`config.mk`:
```
export PLATFORM = sky130hd
export DESIGN_NAME = display_control_command_regs
export DESIGN_NICKNAME = d
export VERILOG_FILES = /design/src/core/disp_ctrl_pkg.sv /design/src/core/display_control_command_regs.sv
export SDC_FILE = /design/constraint.sdc
export NUM_CORES = 1
export LEC_CHECK = 0
export ABC_AREA = 1
export BUFFER_PORTS_ARGS = -buffer_cell sky130_fd_sc_hd__buf_2
export CELL_PAD_IN_SITES_DETAIL_PLACEMENT = 0
export CELL_PAD_IN_SITES_GLOBAL_PLACEMENT = 2
export CORE_MARGIN = 3
export CORE_UTILIZATION = 28
export DETAILED_ROUTE_END_ITERATION = 6
export PLACE_DENSITY = 0.85
export SLEW_MARGIN = 20
export SYNTH_ARGS = -nofsm -noshare
export SYNTH_HDL_FRONTEND = slang
export SYNTH_SLANG_ARGS = --single-unit
export TNS_END_PERCENT = 100
```
`constraint.sdc`:
```
create_clock -name clk -period 2.3 [get_ports clk]
set_clock_uncertainty 0.15 [all_clocks]
set_input_delay 0.115 -clock clk [delete_from_list [all_inputs] [get_ports clk]]
set_output_delay 0.115 -clock clk [all_outputs]
set_load 0.1 [all_outputs]
```
`src/core/disp_ctrl_pkg.sv`:
```
// constants shared by the display-control command interpreter
package disp_ctrl_pkg;
	// opcode patterns and the mask of bits that are fixed in each
	localparam logic [7:0] OP_BIAS      = 8'h81;
	localparam logic [7:0] OP_PARTIAL   = 8'h84;
	localparam logic [7:0] MK_PARTIAL   = 8'hfc;
	localparam logic [7:0] OP_STEP      = 8'h88;
	localparam logic [7:0] MK_STEP      = 8'hf8;
	localparam logic [7:0] OP_FIXED     = 8'h90;
	localparam logic [7:0] OP_LRATE     = 8'ha0;
	localparam logic [7:0] MK_LRATE     = 8'hfc;
	localparam logic [7:0] OP_ALLON     = 8'ha4;
	localparam logic [7:0] OP_INVERSE   = 8'ha6;
	localparam logic [7:0] MK_ONEBIT    = 8'hfe;
	localparam logic [7:0] OP_DISPEN    = 8'ha8;
	localparam logic [7:0] OP_MASK      = 8'hb0;
	localparam logic [7:0] OP_MAPPING   = 8'hc0;
	localparam logic [7:0] OP_PATTERN   = 8'hd0;
	localparam logic [7:0] OP_SYSRESET  = 8'he2;
	localparam logic [7:0] OP_TEST      = 8'he4;
	localparam logic [7:0] OP_ADVPROG   = 8'h30;
	localparam logic [7:0] OP_LASTROW   = 8'hf1;
	localparam logic [7:0] OP_BANDFIRST = 8'hf2;
	localparam logic [7:0] OP_BANDLAST  = 8'hf3;
	localparam logic [7:0] OP_WINBOUND  = 8'hf4;
	localparam logic [7:0] OP_WINEN     = 8'hf8;
	localparam logic [7:0] OP_COL_LO    = 8'h00;
	localparam logic [7:0] OP_COL_HI    = 8'h10;
	localparam logic [7:0] OP_ROW_LO    = 8'h60;
	localparam logic [7:0] OP_ROW_HI    = 8'h70;
	localparam logic [7:0] MK_NIBBLE    = 8'hf0;
	localparam logic [7:0] MK_TRIPLE    = 8'hf8;
	// pointer ranges; window bounds sit at these defaults
	localparam logic [6:0] COL_LAST     = 7'h61;
	localparam logic [6:0] ROW_LAST     = 7'h43;
	// reset values
	localparam logic [7:0] RST_BIAS     = 8'h00;
	localparam logic [2:0] RST_STEP     = 3'h1;
	localparam logic [1:0] RST_LRATE    = 2'h2;
	localparam logic [1:0] RST_SHADE    = 2'h3;
	localparam logic [6:0] RST_LASTROW  = 7'h43;
	localparam logic [6:0] RST_BANDLAST = 7'h43;
	// shade codes
	localparam logic [1:0] SHADE_ONOFF  = 2'h0;
	// multiplex rates at which line rate is scaled down
	localparam logic [7:0] MUX_HALF     = 8'h1c;
	localparam logic [7:0] MUX_THIRD    = 8'h10;
	// line rates in tenths of kilolines per second
	localparam logic [7:0] LR_SH0 = 8'h87;
	localparam logic [7:0] LR_SH1 = 8'h9b;
	localparam logic [7:0] LR_SH2 = 8'hb1;
	localparam logic [7:0] LR_SH3 = 8'hca;
	localparam logic [7:0] LR_OO0 = 8'h39;
	localparam logic [7:0] LR_OO1 = 8'h41;
	localparam logic [7:0] LR_OO2 = 8'h4a;
	localparam logic [7:0] LR_OO3 = 8'h55;
	// settle time of the bias supply after wake, in cycles
	localparam logic [2:0] POWER_SETTLE_CYC = 3'h4;
	localparam logic [5:0] SHADE_FULL = 6'h3f;
	typedef enum logic [2:0] {
		P_NONE, P_BIAS, P_FIXED, P_LASTROW, P_BANDFIRST, P_BANDLAST, P_SKIP
	} pend_e;
	typedef enum logic [1:0] {PW_SLEEP, PW_WAKE, PW_POWER, PW_DRIVE} pwr_e;
endpackage

```
`src/core/display_control_command_regs.sv`:
```
// command interpreter holding the display-control settings
// Function
// RULE1 - bias trim parameter byte loads all 8 bits, 0 to 255 valid
// RULE2 - partial field: 0X off, 10b on at full rate, 11b narrowed rate
// RULE3 - wrap off stops leading pointer; wrap on restarts it, steps other
// RULE4 - order bit picks column-first or row-first stepping
// RULE5 - row step sign picks +1 or -1, also on column wrap
// RULE6 - window enable changes nothing while bounds hold defaults
// RULE7 - fixed lines byte: upper nibble top pairs, lower nibble bottom
// RULE8 - frozen rows are twice the pairs; row mirror swaps top and bottom
// RULE9 - host keeps active band clear of frozen bands before icon enable
// RULE10 - shaded line rate codes give 13.5, 15.5, 17.7, 20.2 klps
// RULE11 - line rate scaled by half at mux 28, by third at mux 16
// RULE12 - on-off line rate codes give 5.7, 6.5, 7.4, 8.5 klps
// RULE13 - all-on forces every column output on, ram untouched
// RULE14 - inverse outputs bitwise inverse of ram data, ram untouched
// RULE15 - clearing display enable sleeps drivers, power and timing
// RULE16 - setting enable wakes, restores power, then enables drivers
// RULE17 - shade field: 00 on-off, 10 eight, 11 thirty-two; on-off uses msb; code gives 10 the same levels as 11
// RULE18 - colour block bits stop that colour being written to ram
// RULE19 - row mirror reverses row mapping at once, ram untouched
// RULE20 - column mirror uses 97 minus column pointer for host access
// RULE21 - icon bit shows frozen bands during partial display
// RULE22 - pattern bit swaps red and blue; default order blue, green, red
// RULE23 - column pointer counts rgb triplets from 0 to 97
// RULE24 - next command byte after a double-byte opcode is its parameter
`timescale 1ns/100ps
`default_nettype none
module display_control_command_regs
	import disp_ctrl_pkg::*;
(
	// clock and reset
	input  wire logic        clk,
	input  wire logic        rst,
	// host command byte, command mode when cd is low
	input  wire logic        host_valid,
	input  wire logic        host_cd,
	input  wire logic [7:0]  host_byte,
	// one pulse per rgb triplet written to or read from ram
	input  wire logic        data_step,
	input  wire logic        data_write,
	// pixel fetched for the current column triplet {r4,g5,b4}
	input  wire logic [12:0] pixel_rgb,
	// settings
	output logic      [7:0]  bias_trim_level,
	output logic      [9:0]  partial_mode_select,
	output logic      [2:0]  ram_step_ctrl,
	output logic      [7:0]  frozen_band_sizes,
	output logic      [4:0]  drive_shade_ctrl,
	output logic      [2:0]  colour_write_block,
	output logic      [6:0]  last_scan_row,
	output logic      [6:0]  active_band_first,
	output logic      [6:0]  active_band_last,
	output logic             window_enable,
	// address pointers
	output logic      [6:0]  column_pointer,
	output logic      [6:0]  row_pointer,
	output logic      [6:0]  ram_column,
	// ram write enables per colour
	output logic             ram_wr_red,
	output logic             ram_wr_green,
	output logic             ram_wr_blue,
	// derived timing
	output logic      [7:0]  mux_rate,
	output logic      [7:0]  line_rate_tenths,
	output logic      [1:0]  line_rate_div,
	output logic      [4:0]  frozen_top_rows,
	output logic      [4:0]  frozen_bottom_rows,
	output logic             icon_visible,
	// power sequencing
	output logic             timing_run,
	output logic             power_run,
	output logic             drivers_run,
	// shade levels for the three column electrodes of a triplet
	output logic      [17:0] column_driver_output
);
	import disp_ctrl_pkg::*;

	typedef struct packed {
		pend_e       pend;
		logic [7:0]  bias;
		logic [1:0]  pmode;
		logic [2:0]  step;
		logic        win_en;
		logic [3:0]  top_pairs;
		logic [3:0]  bot_pairs;
		logic [1:0]  lrate;
		logic        all_on;
		logic        inverse;
		logic        disp_en;
		logic [1:0]  shade;
		logic [2:0]  mask;
		logic        rmir;
		logic        cmir;
		logic        icon;
		logic        pattern;
		logic [6:0]  lastrow;
		logic [6:0]  bfirst;
		logic [6:0]  blast;
		logic [6:0]  ca;
		logic [6:0]  ra;
		logic [6:0]  ramcol;
		logic [7:0]  mux;
		logic [7:0]  lr;
		logic [1:0]  lrdiv;
		logic [4:0]  ftop;
		logic [4:0]  fbot;
		pwr_e        pwr;
		logic [2:0]  pcnt;
		logic [17:0] cols;
	} state_s;

	state_s s;
	state_s next_s;

	// fixed-bit match of a command byte
	function automatic logic op_is(input logic [7:0] b,
		input logic [7:0] op, input logic [7:0] mk);
		op_is = ((b & mk) == op);
	endfunction

	// one row step with wrap at the ram ends
	function automatic logic [6:0] row_step(input logic [6:0] r,
		input logic neg);
		if (neg) begin // [RULE5]
			row_step = (r == 7'h00) ? ROW_LAST : r - 7'h01;
		end else begin
			row_step = (r == ROW_LAST) ? 7'h00 : r + 7'h01;
		end
	endfunction

	// base line rate before mux scaling
	function automatic logic [7:0] base_rate(input logic [1:0] code,
		input logic onoff);
		logic [7:0] r;
		r = LR_SH0;
		case ({onoff, code})
			3'h0: r = LR_SH0; // [RULE10]
			3'h1: r = LR_SH1;
			3'h2: r = LR_SH2;
			3'h3: r = LR_SH3;
			3'h4: r = LR_OO0; // [RULE12]
			3'h5: r = LR_OO1;
			3'h6: r = LR_OO2;
			default: r = LR_OO3;
		endcase
		base_rate = r;
	endfunction

	// reset image of every register
	function automatic state_s reset_state();
		state_s r;
		r         = '0;
		r.pend    = P_NONE;
		r.bias    = RST_BIAS;
		r.step    = RST_STEP;
		r.lrate   = RST_LRATE;
		r.shade   = RST_SHADE;
		r.lastrow = RST_LASTROW;
		r.blast   = RST_BANDLAST;
		r.pwr     = PW_SLEEP;
		reset_state = r;
	endfunction

	logic       cmd;
	logic       onoff;
	logic       col_end;
	logic       row_end;
	logic [4:0] dbl_top;
	logic [4:0] dbl_bot;
	logic [5:0] lvl_r;
	logic [5:0] lvl_g;
	logic [5:0] lvl_b;
	logic [12:0] pix;

	// next-state logic: commands, pointers, derived values, power
	always_comb begin
		next_s  = s;
		cmd     = host_valid && !host_cd;
		onoff   = (s.shade == SHADE_ONOFF);
		col_end = (s.ca == COL_LAST);
		row_end = s.step[2] ? (s.ra == 7'h00) : (s.ra == ROW_LAST);
		dbl_top = {s.top_pairs, 1'b0};
		dbl_bot = {s.bot_pairs, 1'b0};
		lvl_r   = '0;
		lvl_g   = '0;
		lvl_b   = '0;
		// inverse acts on the stored data, not on the padded level
		pix     = s.inverse ? ~pixel_rgb : pixel_rgb; // [RULE14]

		// command decode; a pending parameter takes the byte first
		if (cmd && s.pend != P_NONE) begin
			case (s.pend) // [RULE24]
				P_BIAS:      next_s.bias = host_byte; // [RULE1]
				P_FIXED: begin
					next_s.top_pairs = host_byte[7:4]; // [RULE7]
					next_s.bot_pairs = host_byte[3:0];
				end
				P_LASTROW:   next_s.lastrow = host_byte[6:0];
				P_BANDFIRST: next_s.bfirst  = host_byte[6:0];
				P_BANDLAST:  next_s.blast   = host_byte[6:0];
				default:     next_s.pend    = P_NONE;
			endcase
			next_s.pend = P_NONE;
		end else if (cmd) begin
			if (host_byte == OP_SYSRESET) begin
				next_s = reset_state();
			end else if (host_byte == OP_BIAS) begin
				next_s.pend = P_BIAS;
			end else if (host_byte == OP_FIXED) begin
				next_s.pend = P_FIXED;
			end else if (host_byte == OP_LASTROW) begin
				next_s.pend = P_LASTROW;
			end else if (host_byte == OP_BANDFIRST) begin
				next_s.pend = P_BANDFIRST;
			end else if (host_byte == OP_BANDLAST) begin
				next_s.pend = P_BANDLAST;
			end else if (op_is(host_byte, OP_WINBOUND, 8'hfc) ||
				op_is(host_byte, OP_TEST, 8'hfc) ||
				op_is(host_byte, OP_ADVPROG, 8'hfc)) begin
				// window bounds stay at defaults; parameter is swallowed
				next_s.pend = P_SKIP;
			end else if (op_is(host_byte, OP_WINEN, MK_ONEBIT)) begin
				next_s.win_en = host_byte[0]; // [RULE6]
			end else if (op_is(host_byte, OP_PARTIAL, MK_PARTIAL)) begin
				next_s.pmode = host_byte[1:0];
			end else if (op_is(host_byte, OP_STEP, MK_STEP)) begin
				next_s.step = host_byte[2:0];
			end else if (op_is(host_byte, OP_LRATE, MK_LRATE)) begin
				next_s.lrate = host_byte[1:0];
			end else if (op_is(host_byte, OP_ALLON, MK_ONEBIT)) begin
				next_s.all_on = host_byte[0];
			end else if (op_is(host_byte, OP_INVERSE, MK_ONEBIT)) begin
				next_s.inverse = host_byte[0];
			end else if (op_is(host_byte, OP_DISPEN, MK_STEP)) begin
				next_s.shade   = host_byte[2:1]; // [RULE17]
				next_s.disp_en = host_byte[0];
			end else if (op_is(host_byte, OP_MASK, MK_STEP)) begin
				next_s.mask = host_byte[2:0];
			end else if (op_is(host_byte, OP_MAPPING, MK_STEP)) begin
				next_s.rmir = host_byte[2];
				next_s.cmir = host_byte[1];
				next_s.icon = host_byte[0];
			end else if (op_is(host_byte, OP_PATTERN, MK_ONEBIT)) begin
				next_s.pattern = host_byte[0];
			end else if (op_is(host_byte, OP_COL_LO, MK_NIBBLE)) begin
				next_s.ca[3:0] = host_byte[3:0];
			end else if (op_is(host_byte, OP_COL_HI, MK_TRIPLE)) begin
				next_s.ca[6:4] = host_byte[2:0];
			end else if (op_is(host_byte, OP_ROW_LO, MK_NIBBLE)) begin
				next_s.ra[3:0] = host_byte[3:0];
			end else if (op_is(host_byte, OP_ROW_HI, MK_TRIPLE)) begin
				next_s.ra[6:4] = host_byte[2:0];
			end
		end else if (data_step) begin
			// pointer stepping; bounds are the ram ends, so the window
			// enable has no say while its bounds hold their defaults
			if (!s.step[1]) begin // [RULE4] [RULE6]
				if (!col_end) begin
					next_s.ca = s.ca + 7'h01; // [RULE23]
				end else if (s.step[0]) begin // [RULE3]
					next_s.ca = 7'h00;
					next_s.ra = row_step(s.ra, s.step[2]); // [RULE5]
				end
			end else begin
				if (!row_end) begin
					next_s.ra = row_step(s.ra, s.step[2]); // [RULE4]
				end else if (s.step[0]) begin // [RULE3]
					next_s.ra = s.step[2] ? ROW_LAST : 7'h00;
					next_s.ca = col_end ? 7'h00 : s.ca + 7'h01;
				end
			end
		end

		// host ram column, mirrored on request
		next_s.ramcol = s.cmir ? COL_LAST - s.ca : s.ca; // [RULE20]

		// multiplex rate from the partial mode
		if (s.pmode == 2'h3) begin // [RULE2]
			next_s.mux = {1'b0, s.blast - s.bfirst} + 8'h01 +
				(s.icon ? {2'b00, 6'(dbl_top) + 6'(dbl_bot)} : 8'h00);
		end else begin
			next_s.mux = {1'b0, s.lastrow} + 8'h01;
		end

		// line rate and its automatic scaling
		next_s.lr = base_rate(s.lrate, onoff);
		if (s.mux == MUX_HALF) begin // [RULE11]
			next_s.lrdiv = 2'h2;
		end else if (s.mux == MUX_THIRD) begin
			next_s.lrdiv = 2'h3;
		end else begin
			next_s.lrdiv = 2'h1;
		end

		// frozen bands, swapped by the row mirror
		next_s.ftop = s.rmir ? dbl_bot : dbl_top; // [RULE8]
		next_s.fbot = s.rmir ? dbl_top : dbl_bot;

		// power sequence: wake, settle supply, then drivers
		case (s.pwr)
			PW_SLEEP: begin
				if (s.disp_en) begin
					next_s.pwr = PW_WAKE; // [RULE16]
				end
			end
			PW_WAKE: begin
				next_s.pwr  = PW_POWER;
				next_s.pcnt = POWER_SETTLE_CYC;
			end
			PW_POWER: begin
				next_s.pcnt = s.pcnt - 3'h1;
				if (s.pcnt == 3'h1) begin
					next_s.pwr = PW_DRIVE;
				end
			end
			default: next_s.pwr = PW_DRIVE;
		endcase
		if (!s.disp_en) begin
			next_s.pwr = PW_SLEEP; // [RULE15]
		end

		// column levels; on-off follows the colour msb only
		if (onoff) begin // [RULE17]
			lvl_r = pix[12] ? SHADE_FULL : 6'h00;
			lvl_g = pix[8] ? SHADE_FULL : 6'h00;
			lvl_b = pix[3] ? SHADE_FULL : 6'h00;
		end else begin
			lvl_r = {pix[12:9], 2'b00};
			lvl_g = {pix[8:4], 1'b0};
			lvl_b = {pix[3:0], 2'b00};
		end
		if (s.all_on) begin // [RULE13]
			lvl_r = SHADE_FULL;
			lvl_g = SHADE_FULL;
			lvl_b = SHADE_FULL;
		end
		// first electrode of a triplet is blue unless swapped
		if (s.pwr != PW_DRIVE) begin
			next_s.cols = '0;
		end else if (s.pattern) begin // [RULE22]
			next_s.cols = {lvl_r, lvl_g, lvl_b};
		end else begin
			next_s.cols = {lvl_b, lvl_g, lvl_r};
		end
	end

	// single state register
	always_ff @(posedge clk) begin
		if (rst) begin
			s <= reset_state();
		end else begin
			s <= next_s;
		end
	end

	// outputs; ram writes are gated only, stored data never rewritten
	assign bias_trim_level      = s.bias;
	assign partial_mode_select  = {s.pmode, 2'b00, s.pattern, s.lrate,
		s.rmir, s.cmir, s.icon};
	assign ram_step_ctrl        = s.step;
	assign frozen_band_sizes    = {s.top_pairs, s.bot_pairs};
	assign drive_shade_ctrl     = {s.shade, s.disp_en, s.all_on, s.inverse};
	assign colour_write_block   = s.mask;
	assign last_scan_row        = s.lastrow;
	assign active_band_first    = s.bfirst;
	assign active_band_last     = s.blast;
	assign window_enable        = s.win_en;
	assign column_pointer       = s.ca;
	assign row_pointer          = s.ra;
	assign ram_column           = s.ramcol;
	assign ram_wr_red   = data_write && !s.mask[2]; // [RULE18]
	assign ram_wr_green = data_write && !s.mask[1];
	assign ram_wr_blue  = data_write && !s.mask[0];
	assign mux_rate             = s.mux;
	assign line_rate_tenths     = s.lr;
	assign line_rate_div        = s.lrdiv;
	assign frozen_top_rows      = s.ftop;
	assign frozen_bottom_rows   = s.fbot;
	// row mirror acts on the scan mapping directly, so no ram rewrite
	assign icon_visible = s.pmode[1] && s.icon; // [RULE21] [RULE19] [RULE9]
	assign timing_run   = (s.pwr != PW_SLEEP);
	assign power_run    = (s.pwr == PW_POWER) || (s.pwr == PW_DRIVE);
	assign drivers_run  = (s.pwr == PW_DRIVE);
	assign column_driver_output = s.cols;
endmodule // display_control_command_regs
`default_nettype wire

```
==> results list <==
- Weighted congestion at the end of routability-driven global placement: ~0.9
- First-pass detailed-route iteration total: 5
- The number of global-route vias before repair is 7136.
* Number of cells traversed by the worst register-to-register path: 16
- TritonCTS built the clock tree.
* CP Launch Type: register
* Vias: approximately 7400
* Critical path start-end classification: reg2reg
* Clock network fraction of design power: a little under half
- The H-tree was split into 4 levels.
* Post-Syn Instances: 1183
- Layout fillers: just over 3000
* Largest driver fanout on the critical path: 4
- TritonCTS buffer count: 17
- Floorplan die area: ~31000 um2
* Placement Setup Slack: -0.215 ns
* Initial antenna violation count: 0
* First-pass GRT wire length: 38600 um
- Relative slew slack: 65.6%
- Synthesis inferred between 100 and 150 register bits.
* Final cell count without fillers: between 1500 and 2000
- Post-DRT Antenna Nets: 0
* First DRT Iteration DRCs: between 300 and 400
* Failing checks: negative setup slack
* Horizontal extent of the die: 176 um
- The number of hold violations in the final report was 0.
- The number of antenna diodes in the final layout is 0.
- The synthesized netlist occupies a cell area of ~8100 um2.
- Multi-input logic area: 4180 um2
- In this run the static leakage power is a little under 5 nW.
* Arrival time at the worst endpoint: 2.62 ns
- For this run, the register share of the synthesized area comes to 31.7%.
* Slew Limit Fails: 0
* Sequential group share of total power: between 30% and 40%
- After detailed routing, the average wire length per cell comes to 14.4 um.
- No sink is reached through more buffers than the 2 on the longest clock path.
- The setup check on the worst reg-to-reg path leaves a slack of -0.15 ns.
- Terminus of the critical flop-to-flop path: mux_rate[5]$_SDFF_PP0_
* Launch instance of the worst min-delay path: pixel_rgb[11]
- Placed insts: approximately 1600
- For this configuration, the core starts out at a cell density of approximately 29%.
* Worst slew pin tran: about 0.5 ns
* VDD IR-drop max: 0.459 mV
- Dividing total power by cell area gives a power density of 622 nW/um2.
- During I/O placement, the number of pins put on the boundary was 160.
* Hold Path End: column_driver_output[16]$_SDFF_PP0_
- After routing the design area is just under 10000 um2.
* DPL Wire Length: around 18000 um
- Flip-flop cell with the highest count after synthesis: sky130_fd_sc_hd__dfxtp_1
- Post-detailed-route via-to-cell ratio: between 4 and 5
* Cell variety after synth: 52
- Remaining global-route overflow: 0
- Yosys warning total: 0
* Switching power as a share of total power: a little under a third
- In this run the power spent charging and discharging nets is between 1.5 and 2 mW.
- Setup repair after global routing could not meet its margin everywhere.
- Worst hold path depth: 5
- Max-cap violations in this run came to 0.
- Worst hold margin: about 0.018 ns
- Counting every sink on the clock net gives about 130.
* Setup slack of the critical path after layout: -0.150 ns
- Storage cell area: ~2600 um2
- Root buffer cell: sky130_fd_sc_hd__clkbuf_16
- Startpoint of the lowest-slack register-to-register path: active_band_last[0]$_SDFFE_PP1P_
- Core Box Area: ~28000 um2
* Clock insertion delay at the later pin of the skew report: 0.42 ns
* Tot Pwr: between 6 and 7 mW
- For this run, the post-layout net count is 1342.
- Global-route usage over all layers: between 15 and 20%
- The worst setup path is captured at a register.
- Endpoints failing setup: 5
- Combinational group share of total power: between 10% and 20%
- P&R area growth vs syn: 20.0%
- STA puts the critical path data required time at about 2.5 ns.
- Clock slew seen by the registers of the worst setup and hold paths: 0.06 ns
* Share of cells above drive strength 1: approximately a quarter
* Post-layout minimum cycle time: 2.45 ns
- Summed over all layers, the routed wires come to about 24000 um.
* Cell internal power dissipation: about 4.2 mW
- Post-synth EDFFs: 0
* Run status: complete, but fails checks
- Die H: 176 um
- Max Clock Freq: 408 MHz
* IO Port Bufs: roughly 160
- Average instance area after synthesis: around 7 um2
* Rows: between 60 and 70
- Share of synthesized registers carrying an async set or reset: 0%
- Pin count of the biggest net entering global routing: 62
* Share of the cycle needed by the critical path after routing: 107%
- Once placement finished, the instance area stood at a little under 9000 um2.
- Post-route DRC violation count: 0
- Type of the worst min-delay path: in2reg
==> logic make-up after synthesis <==
kind of cell	after synthesis	synth area share, %
AO/OA/AOI/OAI	190	12.9
XOR/XNOR	33	3.57
adder cells (fa/ha/maj)	31	5.07
buffers and inverters	277	19.0
flip-flops	128	31.7
other	1	0.0463
AND/OR/NAND/NOR	523	27.7
==> power by group through the flow <==
stage               combinational [mW]  sequential [mW]  clock [mW]
floorplan                        0.723             2.33           0
finish                           0.878             2.29        2.87
detailed placement               0.855             2.34           0
global placement                 0.857             2.35           0
CTS                              0.878             2.30        2.94
global route                     0.949             2.30        3.06
==> synthesized netlist by cell type, types with 8 or more instances <==
cell type / instances / area share [%]
sky130_fd_sc_hd__buf_2: 9 / 0.56
sky130_fd_sc_hd__nand2_1: 230 / 11
sky130_fd_sc_hd__xor2_1: 13 / 1.4
sky130_fd_sc_hd__ha_1: 28 / 4.3
sky130_fd_sc_hd__nor3_1: 17 / 1.1
sky130_fd_sc_hd__nor2_1: 168 / 7.8
sky130_fd_sc_hd__nand4_1: 12 / 0.93
sky130_fd_sc_hd__buf_4: 126 / 12
sky130_fd_sc_hd__xnor2_1: 20 / 2.2
sky130_fd_sc_hd__dfxtp_1: 128 / 32
sky130_fd_sc_hd__nand2_2: 8 / 0.62
sky130_fd_sc_hd__o21ai_0: 71 / 4.4
sky130_fd_sc_hd__inv_1: 115 / 5.3
sky130_fd_sc_hd__inv_2: 8 / 0.37
sky130_fd_sc_hd__a21oi_1: 82 / 5.1
sky130_fd_sc_hd__clkbuf_1: 13 / 0.60
sky130_fd_sc_hd__nand3_1: 58 / 3.6
==> per-stage QoR <==
step	TNS (ns)	utilization [%]
after floorplan	-0.0968	-
after global placement	-0.631	31.0
after detailed placement	-0.809	31.0
after CTS	-0.589	34.1
after global routing	-1.05	34.5
final	-0.436	34.5
==> layout make-up <==
type	instances	area share, %
inverters	125	4.84
well taps	378	4.87
multi-input cells	781	43.0
flip-flops and latches	128	26.4
clock inverters	13	1.79
clock buffers	19	4.56
repair buffers	231	14.5
==> critical path, stage by stage (launching register included) <==
cell and delay, ns:
sky130_fd_sc_hd__dfxtp_2 0.32, sky130_fd_sc_hd__inv_2 0.07, sky130_fd_sc_hd__ha_4 0.12, sky130_fd_sc_hd__inv_2 0.03, sky130_fd_sc_hd__fa_2 0.37, sky130_fd_sc_hd__a31oi_4 0.16
sky130_fd_sc_hd__xor2_1 0.15, sky130_fd_sc_hd__inv_1 0.08, sky130_fd_sc_hd__ha_4 0.28, sky130_fd_sc_hd__nand2_2 0.05, sky130_fd_sc_hd__inv_2 0.05, sky130_fd_sc_hd__nand4_1 0.08
sky130_fd_sc_hd__nand3_2 0.10, sky130_fd_sc_hd__and2_4 0.14, sky130_fd_sc_hd__o21ai_1 0.06, sky130_fd_sc_hd__o211ai_1 0.08, sky130_fd_sc_hd__inv_1 0.05
==> registers in the layout, indices dropped and copies added, names as in the netlist, 2 cells and up <==
| name | count |
|---|---|
| column_driver_output | 16 |
| bias_trim_level | 8 |
| frozen_band_sizes | 8 |
| line_rate_tenths | 8 |
| mux_rate | 8 |
| partial_mode_select | 8 |
| s | 8 |
| active_band_first | 7 |
| active_band_last | 7 |
| column_pointer | 7 |
| last_scan_row | 7 |
| ram_column | 7 |
| row_pointer | 7 |
| drive_shade_ctrl | 5 |
| frozen_bottom_rows | 4 |
| frozen_top_rows | 4 |
| colour_write_block | 3 |
| ram_step_ctrl | 3 |
| line_rate_div | 2 |
==> routing by layer <==
layer / vias to the layer above / track usage (%) / wire length (um)
li1: 3873 / - / -
met1: 3327 / 21.6 / 11800
met2: 217 / 24.6 / 10700
met3: 21 / 3.68 / 1380
met4: 0 / 3.70 / 289
met5: - / 0 / 0
==> worst max-delay path by stage <==
stage          slack (ns)                     end                             start  depth (start not counted)
6_report            -0.15  mux_rate[5]$_SDFF_PP0_  active_band_last[0]$_SDFFE_PP1P_                         16
4_1_cts             -0.18  mux_rate[3]$_SDFF_PP0_  active_band_last[0]$_SDFFE_PP1P_                         12
3_5_place_dp        -0.21  mux_rate[7]$_SDFF_PP0_  active_band_last[0]$_SDFFE_PP1P_                         14
3_3_place_gp        -0.17  mux_rate[5]$_SDFF_PP0_  active_band_last[0]$_SDFFE_PP1P_                         16
2_1_floorplan       -0.06  mux_rate[5]$_SDFF_PP0_  active_band_last[0]$_SDFFE_PP1P_                         16
5_1_grt             -0.28  mux_rate[5]$_SDFF_PP0_  active_band_last[0]$_SDFFE_PP1P_                         16
==> layout by cell type, fill, tap and decap left out, drive strengths merged, types with 13 or more instances in the layout <==
cell and instances:
dfxtp 128, xnor2 20, xor2 13, nand4 13
nor3 17, a21oi 84, nor2 180, buf 217
nand3 60, nand2 239, ha 28, inv 129
clkbuf 19, o21ai 78, dlygate4sd3 14
==> repair_timing <==
| action | 4_1_cts | 5_1_grt |
|---|---|---|
| setup endpoints to repair | 5 | 18 |
| resized for setup | 15 | 26 |
| hold buffers | 14 | 0 |
| hold endpoints to repair | 26 | 0 |
| pin swaps | 10 | 13 |
| buffers inserted | 5 | 5 |
Power figures use the tool's default switching activity.
